### src/gxi_pkg.sv
package gxi_pkg;

  // Register offsets on the serial bus.
  localparam logic [7:0] GXI_REG_IN0 = 8'h00;
  localparam logic [7:0] GXI_REG_IN1 = 8'h01;
  localparam logic [7:0] GXI_REG_CFG0 = 8'h08;
  localparam logic [7:0] GXI_REG_CFG1 = 8'h09;
  localparam logic [7:0] GXI_REG_MASK0 = 8'h0C;
  localparam logic [7:0] GXI_REG_MASK1 = 8'h0D;
  localparam logic [7:0] GXI_REG_SRC0 = 8'h0E;
  localparam logic [7:0] GXI_REG_SRC1 = 8'h0F;

  // Reset values.
  localparam logic [7:0] GXI_CFG_RST = 8'hFF;
  localparam logic [7:0] GXI_MASK_RST = 8'hFF;
  localparam logic [7:0] GXI_SRC_RST = 8'h00;
  localparam logic [7:0] GXI_ZERO_BYTE = 8'h00;

  // Bus addressing; the device address value is arbitrary.
  localparam logic [6:0] GXI_DEV_ADDR = 7'h20;
  localparam logic [7:0] GXI_GC_ADDR = 8'h00;
  localparam logic [7:0] GXI_SWRST_BYTE = 8'h06;

  // Bit counter marks: eight data bits, then the acknowledge clock.
  localparam logic [3:0] GXI_BYTE_BITS = 4'h8;
  localparam logic [3:0] GXI_ACK_DONE = 4'h9;

  typedef struct packed {
    logic [7:0] p1;
    logic [7:0] p0;
  } gxi_pair_t;

  typedef enum logic [2:0] {
    GXI_IDLE,
    GXI_ADDR,
    GXI_PTR,
    GXI_WDATA,
    GXI_RDATA,
    GXI_GC,
    GXI_GC_ARMED,
    GXI_SKIP
  } gxi_state_t;

endpackage

### src/gxi_top.sv
// How it works
// Port 1 mask resets to all ones.
// Mask bit zero enables, one disables.
// Status registers read-only, default zero.
// Masked port status reads all zero.
// Power-on reset loads every default.
// Reset pin low holds all defaults.
// Acknowledge general call write, refuse read.
// Acknowledge reset byte 06h only.
// Refuse every byte after the first.
// STOP resets; repeated START cancels it.
// Master treats any refusal as abort.
// Unmasked input change asserts interrupt low.
// Interrupt drops on return or read.
// Only matching input read clears condition.
// Output-to-input switch may raise interrupt.
// Master programs mask, direction at start.
// Standby while bus idle.
// SDA steady while SCL high.
// START and STOP from SDA edges.
// Acknowledge every received byte low.
// Release SDA after master refuses.
// Single byte writes and reads.
// Direction one is input, default input.
// Status bit marks unmasked causing input.
`timescale 1ns/1ps
`default_nettype none

module gxi_top
  import gxi_pkg::*;
(
  input wire logic core_clk,
  input wire logic rst,
  input wire logic scl_i,
  input wire logic sda_i,
  output logic sda_oe_n,
  input wire logic reset_pin_n,
  input wire logic [15:0] gpio_i,
  output logic int_oe_n,
  output logic standby,
  output logic [15:0] dir_is_input
);

  logic [1:0] scl_s_q;
  logic [1:0] sda_s_q;
  logic [1:0] rpin_s_q;
  logic scl_d_q;
  logic sda_d_q;
  gxi_pair_t pin_s1_q;
  gxi_pair_t pin_s2_q;

  gxi_state_t state_q;
  logic [3:0] cnt_q;
  logic [7:0] shift_q;
  logic [7:0] ptr_q;
  logic [7:0] tx_q;
  logic [7:0] wr_data_q;
  logic mack_q;
  logic sw_rst_q;
  logic wr_q;
  logic [1:0] rd_in_q;
  logic sda_oe_n_q;

  gxi_pair_t cfg_q;
  gxi_pair_t mask_q;
  gxi_pair_t snap_q;
  logic init_q;
  gxi_pair_t src;

  logic int_oe_n_q;
  logic standby_q;

  logic scl_h;
  logic sda_h;
  logic scl_rise;
  logic scl_fall;
  logic bus_start;
  logic bus_stop;
  logic clr;
  logic [7:0] rd_byte;

  function automatic logic [7:0] rd_mux(
    input logic [7:0] idx,
    input gxi_pair_t pins,
    input gxi_pair_t cfg,
    input gxi_pair_t mask,
    input gxi_pair_t srcv
  );
    logic [7:0] r;
    r = GXI_ZERO_BYTE;
    unique case (idx)
      GXI_REG_IN0: r = pins.p0;
      GXI_REG_IN1: r = pins.p1;
      GXI_REG_CFG0: r = cfg.p0;
      GXI_REG_CFG1: r = cfg.p1;
      GXI_REG_MASK0: r = mask.p0;
      GXI_REG_MASK1: r = mask.p1;
      GXI_REG_SRC0: r = srcv.p0;
      GXI_REG_SRC1: r = srcv.p1;
      default: r = GXI_ZERO_BYTE;
    endcase
    return r;
  endfunction

  // Default image of a register pair after any kind of reset.
  function automatic gxi_pair_t rst_pair(input logic [7:0] v);
    gxi_pair_t r;
    r.p1 = v;
    r.p0 = v;
    return r;
  endfunction

  // Every pin from outside passes two flip-flops before it is used.
  // The reset pin's chain clears to low, so the core keeps its defaults for two
  // more cycles after rst. That lines it up with the gpio chain, whose zeros
  // would otherwise be taken as the first report and then seen as a change.
  always_ff @(posedge core_clk or posedge rst) begin
    if (rst) begin
      scl_s_q <= 2'h3;
      sda_s_q <= 2'h3;
      rpin_s_q <= 2'h0;
      scl_d_q <= 1'b1;
      sda_d_q <= 1'b1;
      pin_s1_q <= '0;
      pin_s2_q <= '0;
    end else begin
      scl_s_q <= {scl_s_q[0], scl_i};
      sda_s_q <= {sda_s_q[0], sda_i};
      rpin_s_q <= {rpin_s_q[0], reset_pin_n};
      scl_d_q <= scl_s_q[1];
      sda_d_q <= sda_s_q[1];
      pin_s1_q <= gpio_i;
      pin_s2_q <= pin_s1_q;
    end
  end

  assign scl_h = scl_s_q[1];
  assign sda_h = sda_s_q[1];
  assign scl_rise = scl_h & ~scl_d_q;
  assign scl_fall = ~scl_h & scl_d_q;
  // An SDA edge with SCL high is a control condition, never data.
  assign bus_start = scl_h & scl_d_q & sda_d_q & ~sda_h;
  assign bus_stop = scl_h & scl_d_q & ~sda_d_q & sda_h;
  // Pin reset and software reset share one path, so both give the same
  // defaults as power-on reset.
  assign clr = sw_rst_q | ~rpin_s_q[1];
  assign rd_byte = rd_mux(ptr_q, pin_s2_q, cfg_q, mask_q, src);

  // Serial bus slave.
  always_ff @(posedge core_clk or posedge rst) begin
    if (rst) begin
      state_q <= GXI_IDLE;
      cnt_q <= 4'h0;
      shift_q <= 8'h00;
      ptr_q <= 8'h00;
      tx_q <= 8'h00;
      wr_data_q <= 8'h00;
      mack_q <= 1'b0;
      sw_rst_q <= 1'b0;
      wr_q <= 1'b0;
      rd_in_q <= 2'h0;
      sda_oe_n_q <= 1'b1;
    end else begin
      sw_rst_q <= 1'b0;
      wr_q <= 1'b0;
      rd_in_q <= 2'h0;
      if (clr) begin
        state_q <= GXI_IDLE;
        cnt_q <= 4'h0;
        ptr_q <= 8'h00;
        mack_q <= 1'b0;
        sda_oe_n_q <= 1'b1;
      end else if (bus_start) begin
        // A repeated START also drops an armed software reset.
        state_q <= GXI_ADDR;
        cnt_q <= 4'h0;
        sda_oe_n_q <= 1'b1;
      end else if (bus_stop) begin
        state_q <= GXI_IDLE;
        cnt_q <= 4'h0;
        sda_oe_n_q <= 1'b1;
        // The STOP needs one SCL rise of its own after the reset byte's
        // acknowledge, and that rise has already been counted as a bit. Any
        // more rises would belong to a second byte, which cancels the reset.
        if (state_q == GXI_GC_ARMED && cnt_q <= 4'h1) begin
          sw_rst_q <= 1'b1;
        end
      end else if (scl_rise && state_q != GXI_IDLE) begin
        if (cnt_q < GXI_BYTE_BITS) begin
          shift_q <= {shift_q[6:0], sda_h};
        end
        if (cnt_q == GXI_BYTE_BITS && state_q == GXI_RDATA) begin
          mack_q <= ~sda_h;
        end
        if (cnt_q < GXI_ACK_DONE) begin
          cnt_q <= cnt_q + 4'h1;
        end
      end else if (scl_fall && state_q != GXI_IDLE) begin
        if (cnt_q == GXI_BYTE_BITS) begin
          unique case (state_q)
            GXI_ADDR: begin
              if (shift_q[7:1] == GXI_DEV_ADDR) begin
                sda_oe_n_q <= 1'b0;
                mack_q <= 1'b1;
                state_q <= shift_q[0] ? GXI_RDATA : GXI_PTR;
              end else if (shift_q == GXI_GC_ADDR) begin
                sda_oe_n_q <= 1'b0;
                state_q <= GXI_GC;
              end else begin
                // This also catches a general call read, 01h.
                state_q <= GXI_SKIP;
              end
            end
            GXI_PTR: begin
              sda_oe_n_q <= 1'b0;
              ptr_q <= shift_q;
              state_q <= GXI_WDATA;
            end
            GXI_WDATA: begin
              sda_oe_n_q <= 1'b0;
              wr_data_q <= shift_q;
              wr_q <= 1'b1;
            end
            GXI_GC: begin
              if (shift_q == GXI_SWRST_BYTE) begin
                sda_oe_n_q <= 1'b0;
                state_q <= GXI_GC_ARMED;
              end else begin
                state_q <= GXI_SKIP;
              end
            end
            GXI_GC_ARMED: state_q <= GXI_SKIP;
            GXI_RDATA: sda_oe_n_q <= 1'b1;
            GXI_IDLE, GXI_SKIP: sda_oe_n_q <= 1'b1;
          endcase
        end else if (cnt_q == GXI_ACK_DONE) begin
          cnt_q <= 4'h0;
          sda_oe_n_q <= 1'b1;
          // The first data bit goes out at the fall that ends the acknowledge
          // clock, so it is settled long before the master's next rise.
          if (state_q == GXI_RDATA) begin
            if (mack_q) begin
              tx_q <= rd_byte;
              sda_oe_n_q <= rd_byte[7];
              // A read of an input register marks its port as seen.
              rd_in_q <= {ptr_q == GXI_REG_IN1, ptr_q == GXI_REG_IN0};
            end else begin
              state_q <= GXI_SKIP;
            end
          end
        end else if (state_q == GXI_RDATA && cnt_q != 4'h0) begin
          tx_q <= {tx_q[6:0], 1'b0};
          sda_oe_n_q <= tx_q[6];
        end
      end
    end
  end

  // Direction and mask registers.
  always_ff @(posedge core_clk or posedge rst) begin
    if (rst) begin
      cfg_q <= rst_pair(GXI_CFG_RST);
      mask_q <= rst_pair(GXI_MASK_RST);
    end else if (clr) begin
      cfg_q <= rst_pair(GXI_CFG_RST);
      mask_q <= rst_pair(GXI_MASK_RST);
    end else if (wr_q) begin
      unique case (ptr_q)
        GXI_REG_CFG0: cfg_q.p0 <= wr_data_q;
        GXI_REG_CFG1: cfg_q.p1 <= wr_data_q;
        GXI_REG_MASK0: mask_q.p0 <= wr_data_q;
        GXI_REG_MASK1: mask_q.p1 <= wr_data_q;
        // Read-only and unmapped offsets land here and change nothing.
        default: cfg_q <= cfg_q;
      endcase
    end
  end

  // Last reported input levels; pin changes are judged against these.
  always_ff @(posedge core_clk or posedge rst) begin
    if (rst) begin
      snap_q <= '0;
      init_q <= 1'b0;
    end else if (clr) begin
      init_q <= 1'b0;
    end else if (!init_q) begin
      snap_q <= pin_s2_q;
      init_q <= 1'b1;
    end else begin
      if (rd_in_q[0]) begin
        snap_q.p0 <= tx_q;
      end
      if (rd_in_q[1]) begin
        snap_q.p1 <= tx_q;
      end
    end
  end

  // An unmasked input pin whose level differs from the last report is a source, so a return
  // to that level clears it without a read. Switching a pin to input with a
  // stale report raises a source too; that is the device's known behaviour.
  // Per-port views of the pairs, so that both ports share one loop body.
  logic [1:0][7:0] pin_v;
  logic [1:0][7:0] snap_v;
  logic [1:0][7:0] cfg_v;
  logic [1:0][7:0] mask_v;
  logic [1:0][7:0] src_v;

  assign pin_v = pin_s2_q;
  assign snap_v = snap_q;
  assign cfg_v = cfg_q;
  assign mask_v = mask_q;
  assign src = src_v;

  for (genvar p = 0; p < 2; p++) begin : g_port
    assign src_v[p] = init_q ? ((pin_v[p] ^ snap_v[p]) & cfg_v[p] & ~mask_v[p])
      : GXI_SRC_RST;
  end

  // Interrupt pin: pulled low while any port has a source.
  always_ff @(posedge core_clk or posedge rst) begin
    if (rst) begin
      int_oe_n_q <= 1'b1;
    end else begin
      int_oe_n_q <= ~(|src);
    end
  end

  // Standby drops on the first low level of either line and returns one cycle
  // after the bus is seen idle again; it gates nothing inside the block.
  always_ff @(posedge core_clk or posedge rst) begin
    if (rst) begin
      standby_q <= 1'b1;
    end else begin
      standby_q <= (state_q == GXI_IDLE) & scl_h & sda_h;
    end
  end

  assign sda_oe_n = sda_oe_n_q;
  assign int_oe_n = int_oe_n_q;
  assign standby = standby_q;
  assign dir_is_input = cfg_q;

endmodule

`default_nettype wire

### config.mk
export PLATFORM = sky130hd
export DESIGN_NAME = gxi_top
export DESIGN_NICKNAME = d
export VERILOG_FILES = /design/src/gxi_pkg.sv /design/src/gxi_top.sv
export SDC_FILE = /design/constraint.sdc
export NUM_CORES = 1
export LEC_CHECK = 0
export BUFFER_PORTS_ARGS = -buffer_cell sky130_fd_sc_hd__buf_2
export CAP_MARGIN = 20
export CORE_ASPECT_RATIO = 1.1
export CORE_UTILIZATION = 53
export CTS_BUF_LIST = sky130_fd_sc_hd__clkbuf_8
export DETAILED_ROUTE_END_ITERATION = 10
export PLACE_DENSITY_LB_ADDON = 0.3
export SYNTH_ARGS = -nofsm -noshare
export SYNTH_HDL_FRONTEND = slang
export SYNTH_SLANG_ARGS = --single-unit
### constraint.sdc
create_clock -name core_clk -period 10.25 [get_ports core_clk]
set_clock_uncertainty 0.05 [all_clocks]
set_input_delay 1.025 -clock core_clk [delete_from_list [all_inputs] [get_ports core_clk]]
set_output_delay 1.025 -clock core_clk [all_outputs]
set_load 0.005 [all_outputs]
; After elaboration in Yosys (flattened, before gate mapping)
; Cells that the tools add are included.
[classes]
muxes = 91
n_reduce_logical = 46
n_bitwise = 29
n_eq_ne = 34
n_addsub = 1
order_cmp = 3
[ops]
columns = cell, n
row1 = 8-bit two-way mux, 19
row2 = 16-bit two-way mux, 5
row3 = 8-bit one-hot mux with 8 select lines, 1
row4 = "8-bit by 4-bit equality test with 1-bit output, second input constant", 6
row5 = 1-bit two-way mux, 35
row6 = 3-bit two-way mux, 11
row7 = 8-bit bitwise AND, 4
row8 = 4-bit two-way mux, 8
row9 = 2-bit two-way mux, 10
row10 = 5-bit nonzero test, 4
row11 = 6-bit AND reduction, 3
row12 = 2-bit nonzero test, 9
row13 = 8-bit logical NOT, 2
row14 = 8-bit inverter, 2
row15 = 16-bit OR reduction, 1
row16 = 8-bit XOR, 2
row17 = 3-bit nonzero test, 5
row18 = 7-bit AND reduction, 2
row19 = "3-bit equality test, second input constant", 4
row20 = 3-bit one-hot mux with 4 select lines, 1
row21 = 2-bit AND reduction, 6
row22 = 1-bit inverter, 11
row23 = "2-bit inequality test, second input constant", 5
row24 = 1-bit bitwise AND, 9
row25 = other kinds (30), 39
[word_totals]
word_cells = 233
in_bits = 21
reg_bits = 136
out_inout_bits = 19

; Longest topological paths before layout
; Gate-level depths: netlist of run 1.
[depth]
ltp_word = 14
depth_mapped = 8

; Least setup slack after synthesis of run 1
; OpenSTA, ideal clock, no wires.
[synth_timing]
kind = reg2reg
from = register ptr_q[6]
to = register tx_q[3]
setup_slack_ns = 8.232
required_ns = 10.105
setup_ns = 0.095
arrival_time_ns = 1.873
path_stages_with_launch = 7
path_cell_list = dfrtp_1 > or4_4 > buf_6 > or3_1 > a311oi_1 > a2111oi_0 > o31ai_1
[synth_between]
elab_chain_len = 5
elab_cells_between_ends = 12
cone_classes = 7 x eq/ne / 4 x mux / 1 x reduce/logical
[synth_lines]
columns = element, line
row1 = start: declaration, gxi_top.sv:55  ; logic [7:0] ptr_q;
row2 = start signal: assignment, gxi_top.sv:216  ; ptr_q <= shift_q;
row3 = "8-bit by 4-bit equality test with 1-bit output, or another cell as far along", gxi_top.sv:91  ; unique case (idx)
row4 = 8-bit one-hot mux with 8 select lines (*), gxi_top.sv:91
row5 = 8-bit two-way mux (*), gxi_top.sv:242  ; if (mack_q) begin
row6 = 8-bit two-way mux (*), gxi_top.sv:241  ; if (state_q == GXI_RDATA) begin
row7 = 8-bit two-way mux (*), gxi_top.sv:236  ; end else if (cnt_q == GXI_ACK_DONE) begin
row8 = end signal: assignment, gxi_top.sv:243  ; tx_q <= rd_byte;
row9 = end signal: assignment, gxi_top.sv:252  ; tx_q <= {tx_q[6:0], 1'b0};
row10 = end: declaration, gxi_top.sv:56  ; logic [7:0] tx_q;
; Every way passes the cells marked *; elsewhere a longest branch is shown, timed or not. The select of a mux whose other input is x is not followed.
; A chain may end at the register's enable or synchronous reset.

; Worst setup path in the final report of run 1
[layout_timing]
from = register ptr_q[0]
to = register cfg_q, in the netlist dir_is_input[12]
[layout_between]
elab_chain_len = 3
[layout_lines]
columns = element, line
row1 = 8-bit by 4-bit equality test with 1-bit output, gxi_top.sv:268  ; unique case (ptr_q)
row2 = 2-bit nonzero test (no source line), n/a
row3 = 2-bit AND reduction (no source line), n/a
row4 = end signal: assignment, gxi_top.sv:262  ; cfg_q <= rst_pair(GXI_CFG_RST);
row5 = end signal: assignment, gxi_top.sv:265  ; cfg_q <= rst_pair(GXI_CFG_RST);
row6 = end signal: assignment, gxi_top.sv:274  ; default: cfg_q <= cfg_q;
row7 = end: declaration, gxi_top.sv:64  ; gxi_pair_t cfg_q;
; No other way between the ends.

==> results of run 1 <==
[metal layers]
layer  vias to the layer above  routed length (µm)  share of wire (%)  track usage, %
met5                         -                   0                  0               0
met1                      2597                6851                 40           34.79
li1                       2356                   -                  -               -
met4                         0                 579                3.4           14.02
met2                       206                8709                 51           47.41
met3                        46                 851                5.0           5.528
[logic make-up after synthesis]
logic type	after synthesis	synth area share [%]
adders and majority gates	3	0.5692
AOI/OAI and AO/OA	117	11.90
muxes	68	10.74
and+or+nand+nor	246	19.16
DFF	136	52.38
buffers and inverters	43	2.732
xor gates and xnor gates	19	2.523
[worst max-delay path, stage by stage (launching register included)]
cell and delay (ns):
sky130_fd_sc_hd__dfrtp_1 0.98, sky130_fd_sc_hd__nor2b_1 0.58, sky130_fd_sc_hd__nand2_1 0.28, sky130_fd_sc_hd__nor2_2 0.56, sky130_fd_sc_hd__mux2i_1 0.26, sky130_fd_sc_hd__nand2_1 0.07
[power by group through the flow]
stage | registers (mW) | logic [mW] | clock network, mW
after floorplan | 0.589 | 0.0630 | 0
after global placement | 0.600 | 0.0791 | 0
after detailed placement | 0.601 | 0.0828 | 0
after CTS | 0.592 | 0.0833 | 0.530
after global routing | 0.595 | 0.0938 | 0.551
final | 0.592 | 0.0837 | 0.520
[area by class of cell]
type	instances	area, µm²	share of cell area (%)
inverters	11	46.29	0.6263
well taps	154	192.7	2.607
flip-flops and latches	136	3455	46.73
repair buffers	45	260.3	3.521
clock inverters	13	216.5	2.928
clock buffers	19	261.5	3.538
multi-input cells	453	2960	40.05
[worst paths after layout]
path | cells after the start | endpoint | from | slack, ns
worst min register to register | 0 | pin_s2_q[9] | pin_s1_q[9] | 0.29
min in group asynchronous | 2 | cnt_q[3] | rst | 0.61
worst min-delay path | 0 | pin_s2_q[9] | pin_s1_q[9] | 0.29
max in group asynchronous | 3 | pin_s1_q[11] | rst | 8.30
worst max-delay path | 5 | dir_is_input[12] | ptr_q[0] | 7.38
worst max register to register | 5 | dir_is_input[12] | ptr_q[0] | 7.38
[state kept, by name, indices dropped and copies added, names as in the netlist, 2 cells and up]
signal,cells
dir_is_input,16
mask_q,16
pin_s1_q,16
pin_s2_q,16
snap_q,16
ptr_q,8
shift_q,8
tx_q,8
wr_data_q,8
cnt_q,4
state_q,3
rd_in_q,2
rpin_s_q,2
scl_s_q,2
sda_s_q,2
[cell usage in the layout (no fill, tap or decap), types with 4 or more instances in the layout]
cell type | Yosys | final
sky130_fd_sc_hd__a2111oi_0 | 4 | 4
sky130_fd_sc_hd__a21oi_1 | 35 | 35
sky130_fd_sc_hd__a221oi_1 | 5 | 5
sky130_fd_sc_hd__a22o_1 | 8 | 8
sky130_fd_sc_hd__a22oi_1 | 4 | 4
sky130_fd_sc_hd__a311oi_1 | 5 | 5
sky130_fd_sc_hd__and3_1 | 6 | 6
sky130_fd_sc_hd__buf_2 | 9 | 39
sky130_fd_sc_hd__buf_4 | 0 | 5
sky130_fd_sc_hd__bufinv_16 | 0 | 5
sky130_fd_sc_hd__clkbuf_8 | 0 | 19
sky130_fd_sc_hd__dfrtp_1 | 95 | 95
sky130_fd_sc_hd__dfstp_2 | 41 | 41
sky130_fd_sc_hd__inv_1 | 11 | 10
sky130_fd_sc_hd__mux2_2 | 22 | 22
sky130_fd_sc_hd__mux2i_1 | 46 | 46
sky130_fd_sc_hd__nand2_1 | 73 | 73
sky130_fd_sc_hd__nand2b_1 | 6 | 6
sky130_fd_sc_hd__nand3_1 | 41 | 41
sky130_fd_sc_hd__nand3b_1 | 4 | 4
sky130_fd_sc_hd__nand4_1 | 9 | 9
sky130_fd_sc_hd__nand4b_1 | 4 | 4
sky130_fd_sc_hd__nor2_1 | 47 | 47
sky130_fd_sc_hd__nor2b_1 | 13 | 13
sky130_fd_sc_hd__nor3_1 | 5 | 5
sky130_fd_sc_hd__nor4_1 | 6 | 6
sky130_fd_sc_hd__o211ai_1 | 5 | 5
sky130_fd_sc_hd__o21ai_0 | 13 | 13
sky130_fd_sc_hd__o21ai_1 | 5 | 5
sky130_fd_sc_hd__o22ai_1 | 5 | 5
sky130_fd_sc_hd__or3_1 | 5 | 5
sky130_fd_sc_hd__xor2_1 | 18 | 18
==> summary.txt, run 1 <==
Die
  – Initial Util: 54.57%
  – Core Footprint: 12090 µm²
  – Die Footprint: 12890 µm²
  – Vert. Die Dim: 119.0 µm
  – X dimension of the die: 108.4 µm
  – Row count: 42
  – Number of placed I/O pins: 40

Yosys
  – Syn Nets: 656
  – Number of synthesis warnings: 0
  – Cell with the most instances after synthesis: sky130_fd_sc_hd__dfrtp_1
  – Share of the synthesized area in the top cell type: between 30 and 40%
  – Distinct cells, synth: 67
  – Leading area contributor after synthesis: sky130_fd_sc_hd__dfrtp_1
  – Synth cell count leaders: sky130_fd_sc_hd__dfrtp_1, sky130_fd_sc_hd__nand2_1, sky130_fd_sc_hd__nor2_1, sky130_fd_sc_hd__mux2i_1
  – Mapped Avg Cell Area: 10.44 µm²
  – Number of storage elements in the synthesis netlist: 136
  – Top cells by area in the synthesized netlist: sky130_fd_sc_hd__dfrtp_1, sky130_fd_sc_hd__dfstp_2, sky130_fd_sc_hd__mux2i_1
  – Share of synthesized flip-flops with an asynchronous set or reset: 100.0%
  – Combined area of all synthesized cells: roughly 6600 µm²
  – EDFF count, synth: 0
  – Number of standard cells after synthesis: 632
  – Sequential-to-total area share from yosys stat: roughly 52%
  – Post-synth top flop: sky130_fd_sc_hd__dfrtp_1

Drt
  – Via-to-Cell Ratio: 6.264
  – DRC violations left: 0
  – First-pass detailed-route iteration total: 5
  – Count of vias placed by the detailed router: 5205
  – Total wirelength of the detailed-routed design: 16990 µm
  – Antenna-violating nets left: 0
  – Drt first-iter violations: 401
  – Post-DR wirelength/cell: 20.45 µm

Clock network
  – TritonCTS clock tree: yes
  – Maximum buffer depth of the clock tree: 2
  – Root cell of the clock tree: sky130_fd_sc_hd__clkbuf_8
  – Worst-path clk slew: 0.08 ns
  – Setup Buffers After CTS: 0
  – Number of levels in the clock H-tree: 4
  – Clock insertion delay at the later pin of the skew report: 0.46 ns
  – Number of hold buffers added after CTS: 0
  – Quantity of gates resized following cts: 0
  – Total number of clock tree sinks: 136
  – Number of buffers added by the clock tree synthesis step: 17

Final layout
  – Final design instance area without fill: approximately 7400 µm²
  – Final antenna diode count: 0
  – Number of inserted filler cells in the final layout: slightly above 1k
  – Post-Layout Cell Count: 831
  – Fin nets: 688
  – Share of the core filled with cells in the final layout: 61.16%
  – Layout cell share with drive strength beyond 1: 22.16%
  – Synth-to-Final Area Change: 12.09%

Global route
  – Wire length of the first global-routing pass: 26970 µm
  – All-Layer GR Usage: ~28%
  – Largest net degree at the start of global routing: 72
  – Remaining global-route overflow: 0
  – Antenna violations before repair: 0
  – Number of global-route vias before repair: 5030

Run status
  – Status: complete, no violations

STA
  – Final Hold Slack: about 0.29 ns
  – Min Clock Period, post-route: 2.866 ns
  – Worst slew slack as a fraction of its limit: 35.37%
  – Tightest Pin Transition: approximately 0.97 ns
  – Crit share post-route: 27.96%
  – Final Max Slew Viols: 0
  – Total negative setup slack: 0 ns
  – RSZ-0062 raised after global routing: false
  – Post-route worst setup slack: between 7 and 8 ns
  – Fin. Hold Viols: 0
  – Peak Freq: 0.3490 GHz
  – Setup violators final: 0

Placement
  – Number of port buffers: 39
  – Count of placed standard cells including taps: 798
  – Setup WS pre-CTS: between 7 and 8 ns
  – Hpwl dp: 12170 µm
  – Global placement routability congestion: 0.9333
  – Cell area reported after detailed placement: 6887 µm²

Setup path
  – Critical-path maximum fanout: 26
  – Required time at the worst-slack endpoint: 10.58 ns
  – Critical Path End Type: register
  – Arrival time at the worst endpoint: approximately 3.2 ns
  – Category of the most critical setup path: register to register
  – Launching element type of the critical path: register

Power
  – Switching fraction of total power: 24.52%
  – Proportion of power drawn by flip-flops and latches: between 40% and 50%
  – Combinational share of power: 7.0%
  – Max VDD drop: roughly 0.0001 V
  – Switching power of the nets: 0.2931 mW
  – Final Total Pwr: approximately 1.2 mW
  – Internal power contribution: 0.9022 mW
  – Total leakage power: 3.193 nW
  – Power Density: about 160 nW/µm²
  – Clock group share of total power: 43.5%

Hold path
  – Hold/Removal Path Class: register to register

Job
  – Number of maximum-capacitance violations: 0
No activity file was read; power rests on OpenSTA's default activity.
==> run 2, diff against run 1 <==
==> constraint.sdc (replaced) <==
create_clock -name core_clk -period 3 [get_ports core_clk]
set_clock_uncertainty 0.05 [all_clocks]
set_input_delay 0.3 -clock core_clk [delete_from_list [all_inputs] [get_ports core_clk]]
set_output_delay 0.3 -clock core_clk [all_outputs]
set_load 0.005 [all_outputs]
==> summary.txt, run 2 (synthesis results as in run 1) <==
Run status
  – Status: complete, no violations

Drt
  – Total wirelength of the detailed-routed design: 17090 µm (+0.56%)
  – Post-DR wirelength/cell: 19.94 µm (-2.5%)
  – Via-to-Cell Ratio: 6.117 (-2.3%)
  – Drt first-iter violations: 410 (+2.2%)
  – Count of vias placed by the detailed router: 5242 (+0.71%)
  – DRC violations left: 0 (unchanged)
  – Antenna-violating nets left: 0 (unchanged)
  – First-pass detailed-route iteration total: 5 (unchanged)

Clock network
  – Number of buffers added by the clock tree synthesis step: 17 (unchanged)
  – Quantity of gates resized following cts: 0 (unchanged)
  – TritonCTS clock tree: yes
  – Total number of clock tree sinks: 136 (unchanged)
  – Number of levels in the clock H-tree: 4 (unchanged)
  – Root cell of the clock tree: sky130_fd_sc_hd__clkbuf_8
  – Worst-path clk slew: 0.07 ns (about the same)
  – Maximum buffer depth of the clock tree: 2 (unchanged)
  – Clock insertion delay at the later pin of the skew report: 0.46 ns (about the same)

Global route
  – All-Layer GR Usage: 28.85% (+0.49 points)
  – Remaining global-route overflow: 0 (unchanged)
  – Wire length of the first global-routing pass: 27640 µm (+2.5%)
  – Antenna violations before repair: 0 (unchanged)
  – Largest net degree at the start of global routing: 61 (-15%)
  – Number of global-route vias before repair: 5283 (+5.0%)

Power
  – Switching power of the nets: 0.9664 mW (+230%)
  – Switching fraction of total power: 23.49% (-1.0 points)
  – Clock group share of total power: 43.3% (-0.2 points)
  – Max VDD drop: 0.0003443 V (+240%)
  – Internal power contribution: 3.147 mW (+250%)
  – Proportion of power drawn by flip-flops and latches: 49.0% (-0.5 points)
  – Combinational share of power: 7.7% (+0.7 points)
  – Total leakage power: 3.311 nW (+3.7%)
  – Power Density: 538.5 nW/µm² (+230%)

Job
  – Number of maximum-capacitance violations: 0 (unchanged)

STA
  – Tightest Pin Transition: 0.9313 ns (-0.03818 ns)
  – Final Hold Slack: 0.3000 ns (+0.007889 ns)
  – Peak Freq: 0.4079 GHz (+17%)
  – Worst slew slack as a fraction of its limit: 37.85% (+2.5 points)
  – Total negative setup slack: 0 ns (unchanged)
  – Setup violators final: 0 (unchanged)
  – Crit share post-route: 81.72% (+54 points)
  – RSZ-0062 raised after global routing: false
  – Final Max Slew Viols: 0 (unchanged)
  – Min Clock Period, post-route: 2.451 ns (-0.4142 ns)
  – Fin. Hold Viols: 0 (unchanged)

Setup path
  – Peak per-stage delay on the critical path: 0.58 ns (-0.40 ns)
  – Path depth of the worst reg2reg path: 5 (unchanged)
  – Critical-path cell list: nor3b_1, o2111ai_1, a221o_1, a221oi_1, a21oi_1
  – Critical Path End Type: register
  – Required time at the worst-slack endpoint: 3.28 ns (-7.30 ns)
  – Arrival time at the worst endpoint: 2.73 ns (-0.47 ns)
  – Destination of the worst register-to-register timing path: tx_q[2]
  – Worst Path Buf+Inv: 0 (unchanged)
  – CP top delay family: compound AO/OA/AOI/OAI gates
  – Critical-path maximum fanout: 13 (-50%)
  – Setup slack, reg-to-reg: 0.55 ns (-6.84 ns)
  – Master of the slowest instance on the critical path: sky130_fd_sc_hd__dfrtp_1
  – Category of the most critical setup path: register to register
  – Reg2Reg Launch Point: state_q[2]
  – Launching element type of the critical path: register

Final layout
  – Leading cell type in the layout, fill and taps excluded: sky130_fd_sc_hd__dfrtp_1
  – Most frequent cells in the layout: sky130_fd_sc_hd__dfrtp_1, sky130_fd_sc_hd__nand2_1, sky130_fd_sc_hd__nor2_1
  – Fin nets: 714 (+3.8%)
  – Synth-to-Final Area Change: 15.82%
  – Final antenna diode count: 0 (unchanged)
  – Layout cell share with drive strength beyond 1: 22.05% (-0.11 points)

Die
  – Core Footprint: 12090 µm² (unchanged)
  – X dimension of the die: 108.4 µm (unchanged)
  – Die Footprint: 12890 µm² (unchanged)
  – Vert. Die Dim: 119.0 µm (unchanged)
  – Row count: 42 (unchanged)
  – Initial Util: 54.57% (unchanged)
  – Number of placed I/O pins: 40 (unchanged)

Placement
  – Number of port buffers: 39 (unchanged)
  – Hpwl dp: 12030 µm (-1.1%)
  – Global placement routability congestion: 0.9635 (+3.2%)

Hold path
  – Min-delay src: pin_s1_q[2]
  – Hold/Removal Path Class: register to register
  – Endpoint of the worst hold-timing path: pin_s2_q[2]
  – Number of cells on the worst hold path: 0 (unchanged)
run 2: changes by cell type in the layout (fill, tap and decap cells not counted), sizes merged:
cell and delta:
clkbuf -1, dlygate4sd3 +20, clkinv +3, inv -3, buf +6, bufinv +1
run 2: power groups by stage:
stage	combinational (mW)	sequential [mW]	clock (mW)
2_1_floorplan	0.216	2.01	0
3_3_place_gp	0.285	2.04	0
3_5_place_dp	0.295	2.05	0
4_1_cts	0.316	2.02	1.82
5_1_grt	0.350	2.03	1.90
6_report	0.315	2.02	1.78
run 2: how the worst max path moves through the flow:
stage	from	endpoint	slack [ns]	cells after the start
after global routing	state_q[2]	tx_q[2]	0.30	5
after detailed placement	state_q[2]	tx_q[2]	0.60	5
after CTS	state_q[2]	tx_q[2]	0.58	5
final	state_q[2]	tx_q[2]	0.55	5
after global placement	state_q[2]	tx_q[2]	0.69	5
after floorplan	ptr_q[6]	tx_q[3]	0.98	6
run 2: area by class of cell:
type / instances / area (µm²)
Clock buffer: 18 / 247.7
Clock inverter: 14 / 227.7
Fill cell: 984 / 4448
Inverter: 11 / 45.04
Multi-Input combinational cell: 453 / 2960
Sequential cell: 136 / 3455
Tap cell: 154 / 192.7
Timing Repair Buffer: 71 / 510.5
run 2: routing by layer:
| layer | wire, µm | share of wire, % | vias to the layer above | global-route usage, % |
|---|---|---|---|---|
| met5 | 0 | 0 | - | 0 |
| met4 | 866 | 5.1 | 0 | 16.64 |
| met1 | 6938 | 41 | 2580 | 35.60 |
| met2 | 8434 | 49 | 203 | 46.26 |
| li1 | - | - | 2402 | - |
| met3 | 845 | 4.9 | 57 | 6.459 |
run 2: per-stage QoR:
stage | total power, mW | setup WS, ns | utilization (%) | area [µm²] | cells
floorplan | 2.228 | 0.9817 | - | 6599 | 632
global placement | 2.327 | 0.6854 | 57.61 | 6963 | 805
detailed placement | 2.342 | 0.5954 | 57.61 | 6963 | 805
CTS | 4.150 | 0.5769 | 63.20 | 7639 | 857
global route | 4.277 | 0.2963 | 63.20 | 7639 | 857
finish | 4.113 | 0.5485 | 63.20 | 7639 | 857
run 2: worst register-to-register path: stages (launching register included):
cell	delay, ns
sky130_fd_sc_hd__dfrtp_1	0.58
sky130_fd_sc_hd__nor3b_1	0.41
sky130_fd_sc_hd__o2111ai_1	0.53
sky130_fd_sc_hd__a221o_1	0.45
sky130_fd_sc_hd__a221oi_1	0.20
sky130_fd_sc_hd__a21oi_1	0.11
run 2: repair_timing:
action / 4_1_cts / 5_1_grt
hold buffers: 20 / 0
endpoints found under the hold margin: 42 / 0
buffers inserted: 0 / 0
==> run 3, diff against run 2 <==
--- a/config.mk
+++ b/config.mk
@@ -5,6 +5,7 @@
 export SDC_FILE = /design/constraint.sdc
 export NUM_CORES = 1
 export LEC_CHECK = 0
+export ABC_AREA = 1
 export BUFFER_PORTS_ARGS = -buffer_cell sky130_fd_sc_hd__buf_2
 export CAP_MARGIN = 20
 export CORE_ASPECT_RATIO = 1.1
==> constraint.sdc (replaced) <==
create_clock -name core_clk -period 2.6 [get_ports core_clk]
set_clock_uncertainty 0.05 [all_clocks]
set_input_delay 0.26 -clock core_clk [delete_from_list [all_inputs] [get_ports core_clk]]
set_output_delay 0.26 -clock core_clk [all_outputs]
set_load 0.005 [all_outputs]
==> summary.txt, run 3 <==
Yosys
  – EDFF count, synth: 0 (unchanged)
  – Leading area contributor after synthesis: sky130_fd_sc_hd__dfrtp_1
  – Cell with the most instances after synthesis: sky130_fd_sc_hd__nand2_1
  – Number of standard cells after synthesis: 749 (+19%)
  – Mapped Avg Cell Area: 8.536 µm² (-18%)
  – Synth cell count leaders: sky130_fd_sc_hd__nand2_1, sky130_fd_sc_hd__dfrtp_1, sky130_fd_sc_hd__nor2_1, sky130_fd_sc_hd__inv_1, sky130_fd_sc_hd__dfstp_2
  – Number of storage elements in the synthesis netlist: 136 (unchanged)
  – Share of the synthesized area in the top cell type: 37.18% (+1.1 points)
  – Combined area of all synthesized cells: 6394 µm² (-3.1%)
  – Sequential-to-total area share from yosys stat: 54.03% (+1.7 points)
  – Syn Nets: 773 (+18%)
  – Distinct cells, synth: 42 (-37%)
  – Post-synth top flop: sky130_fd_sc_hd__dfrtp_1
  – Number of synthesis warnings: 0 (unchanged)
  – Share of synthesized flip-flops with an asynchronous set or reset: 100.0% (unchanged)
  – Top cells by area in the synthesized netlist: sky130_fd_sc_hd__dfrtp_1, sky130_fd_sc_hd__dfstp_2, sky130_fd_sc_hd__nand2_1

Setup path
  – Peak per-stage delay on the critical path: 0.41 ns (-0.17 ns)
  – Critical Path End Type: register
  – Critical-path maximum fanout: 12 (-1)
  – CP top delay family: simple AND/OR/NAND/NOR gates
  – Worst Path Buf+Inv: 3 (+3)
  – WP depth: 10 (+5)
  – Setup slack, reg-to-reg: 0.42 ns (-0.12 ns)
  – Required time at the worst-slack endpoint: 2.91 ns (-0.37 ns)
  – Launching element type of the critical path: register
  – Path depth of the worst reg2reg path: 10 (+5)
  – Arrival time at the worst endpoint: 2.49 ns (-0.24 ns)
  – Category of the most critical setup path: register to register
  – Reg2Reg Launch Point: cnt_q[1]
  – Critical-path cell list: inv_1, ha_1, nand3_1, inv_2, a21oi_1, nor2_1, nand2_2, inv_2, nand3_1, o21a_1
  – Destination of the worst register-to-register timing path: tx_q[7]
  – Master of the slowest instance on the critical path: sky130_fd_sc_hd__dfrtp_1

Global route
  – All-Layer GR Usage: 27.19% (-1.7 points)
  – Wire length of the first global-routing pass: 25180 µm (-8.9%)
  – Antenna violations before repair: 0 (unchanged)
  – Number of global-route vias before repair: 5197 (-1.6%)
  – Largest net degree at the start of global routing: 137 (+120%)
  – Remaining global-route overflow: 0 (unchanged)

STA
  – Min Clock Period, post-route: 2.176 ns (-0.2751 ns)
  – Tightest Pin Transition: 0.7345 ns (-0.1968 ns)
  – Fin. Hold Viols: 12 (+12)
  – RSZ-0062 raised after global routing: false
  – Final Hold Slack: -0.01537 ns (-0.3154 ns)
  – Setup violators final: 0 (unchanged)
  – Peak Freq: 0.4595 GHz (+13%)
  – Worst slew slack as a fraction of its limit: 51.03% (+13 points)
  – Final Max Slew Viols: 0 (unchanged)
  – Crit share post-route: 83.71% (+2.0 points)
  – Total negative setup slack: 0 ns (unchanged)

Drt
  – Total wirelength of the detailed-routed design: 15660 µm (-8.3%)
  – Drt first-iter violations: 413 (+0.73%)
  – Post-DR wirelength/cell: 16.07 µm (-19%)
  – Count of vias placed by the detailed router: 5319 (+1.5%)
  – DRC violations left: 0 (unchanged)
  – First-pass detailed-route iteration total: 5 (unchanged)
  – Antenna-violating nets left: 0 (unchanged)
  – Via-to-Cell Ratio: 5.455 (-11%)

Die
  – Core Footprint: 11590 µm² (-4.1%)
  – X dimension of the die: 106.7 µm (-1.5%)
  – Initial Util: 55.15% (+0.58 points)
  – Row count: 41 (-2.4%)
  – Die Footprint: 12510 µm² (-3.0%)
  – Vert. Die Dim: 117.2 µm (-1.5%)
  – Number of placed I/O pins: 40 (unchanged)

Clock network
  – Maximum buffer depth of the clock tree: 2 (unchanged)
  – Quantity of gates resized following cts: 0 (unchanged)
  – Total number of clock tree sinks: 136 (unchanged)
  – Clock insertion delay at the later pin of the skew report: 0.46 ns (about the same)
  – Setup Buffers After CTS: 0 (unchanged)
  – Worst-path clk slew: 0.08 ns (about the same)
  – Number of buffers added by the clock tree synthesis step: 17 (unchanged)
  – Number of levels in the clock H-tree: 4 (unchanged)
  – TritonCTS clock tree: yes
  – Number of hold buffers added after CTS: 19 (-5.0%)
  – Root cell of the clock tree: sky130_fd_sc_hd__clkbuf_8

Final layout
  – Layout cell share with drive strength beyond 1: 19.88% (-2.2 points)
  – Synth-to-Final Area Change: 14.31%
  – Fin nets: 836 (+17%)
  – Most frequent cells in the layout: sky130_fd_sc_hd__nand2_1, sky130_fd_sc_hd__nor2_1, sky130_fd_sc_hd__dfrtp_1
  – Share of the core filled with cells in the final layout: 63.04% (-0.16 points)
  – Final antenna diode count: 0 (unchanged)
  – Leading cell type in the layout, fill and taps excluded: sky130_fd_sc_hd__nand2_1

Power
  – Max VDD drop: 0.0003473 V (+0.85%)
  – Power Density: 654.8 nW/µm² (+22%)
  – Total leakage power: 3.415 nW (+3.2%)

Hold path
  – Hold/Removal Path Class: primary input to asynchronous set/reset pin

Run status
  – Status: finished with violations
  – Violations in the final reports: hold timing

Placement
  – Global placement routability congestion: 0.9090 (-5.7%)
  – Number of port buffers: 39 (unchanged)
  – Hpwl dp: 11050 µm (-8.2%)

Job
  – Number of maximum-capacitance violations: 0 (unchanged)
run 3: worst max-delay path by stage:
stage | from | end | slack [ns]
2_1_floorplan | rst | cnt_q[0] | 0.63
3_3_place_gp | ptr_q[6] | mask_q[8] | 0.61
3_5_place_dp | cnt_q[1] | tx_q[7] | 0.48
4_1_cts | cnt_q[1] | tx_q[7] | 0.47
5_1_grt | cnt_q[1] | tx_q[7] | 0.19
6_report | cnt_q[1] | tx_q[7] | 0.42
run 3: power breakdown:
group | internal (mW) | leakage, nW | switching, mW
Clock | 1.03 | 0.212 | 0.819
Combinational | 0.192 | 1.57 | 0.339
Sequential | 2.30 | 1.64 | 0.108
Total | 3.52 | 3.42 | 1.27
run 3: layer usage:
metal / track usage [%] / wire length, µm
met2: 49.03 / 8092
met5: 0 / 0
met1: 31.69 / 6408
met4: 10.32 / 452
met3: 6.312 / 711
run 3: worst register-to-register path: stages, from the launching register on:
cell and delay, ns:
sky130_fd_sc_hd__dfrtp_1 0.41, sky130_fd_sc_hd__inv_1 0.09, sky130_fd_sc_hd__ha_1 0.16, sky130_fd_sc_hd__nand3_1 0.37, sky130_fd_sc_hd__inv_2 0.30, sky130_fd_sc_hd__a21oi_1 0.09
sky130_fd_sc_hd__nor2_1 0.13, sky130_fd_sc_hd__nand2_2 0.12, sky130_fd_sc_hd__inv_2 0.16, sky130_fd_sc_hd__nand3_1 0.09, sky130_fd_sc_hd__o21a_1 0.11
run 3: area by class of cell:
type                            instances  area, µm²
Fill cell                             996       4285
Timing Repair Buffer                   62      427.9
Clock inverter                         15      185.2
Inverter                               87      330.3
Clock buffer                           17      234.0
Tap cell                              150      187.7
Sequential cell                       136       3455
Multi-Input combinational cell        508       2489
run 3: kinds of logic (layout without fill, tap and decap cells):
kind of cell               Yosys count  count (layout)  share of synthesized area [%]
and+or+nand+nor                    362             362                          24.46
DFF                                136             136                          54.03
AOI/OAI and AO/OA                  129             129                          11.96
buffers and inverters              105             181                          7.045
xor gates and xnor gates            14              14                          1.918
adders and majority gates            3               3                         0.5871
run 3: per-stage QoR:
| step | power [mW] | cell area, µm² | hold slack (ns) | worst slack, ns | instances |
|---|---|---|---|---|---|
| 6_report | 4.785 | 7308 | -0.01537 | 0.4236 | 975 |
| 2_1_floorplan | 2.764 | 6397 | 0.2145 | 0.6303 | 749 |
| 4_1_cts | 4.802 | 7308 | 0.004364 | 0.4670 | 975 |
| 5_1_grt | 4.977 | 7308 | 0.03300 | 0.1908 | 975 |
| 3_5_place_dp | 2.948 | 6699 | 0.2856 | 0.4775 | 924 |
| 3_3_place_gp | 2.929 | 6699 | 0.2822 | 0.6106 | 924 |
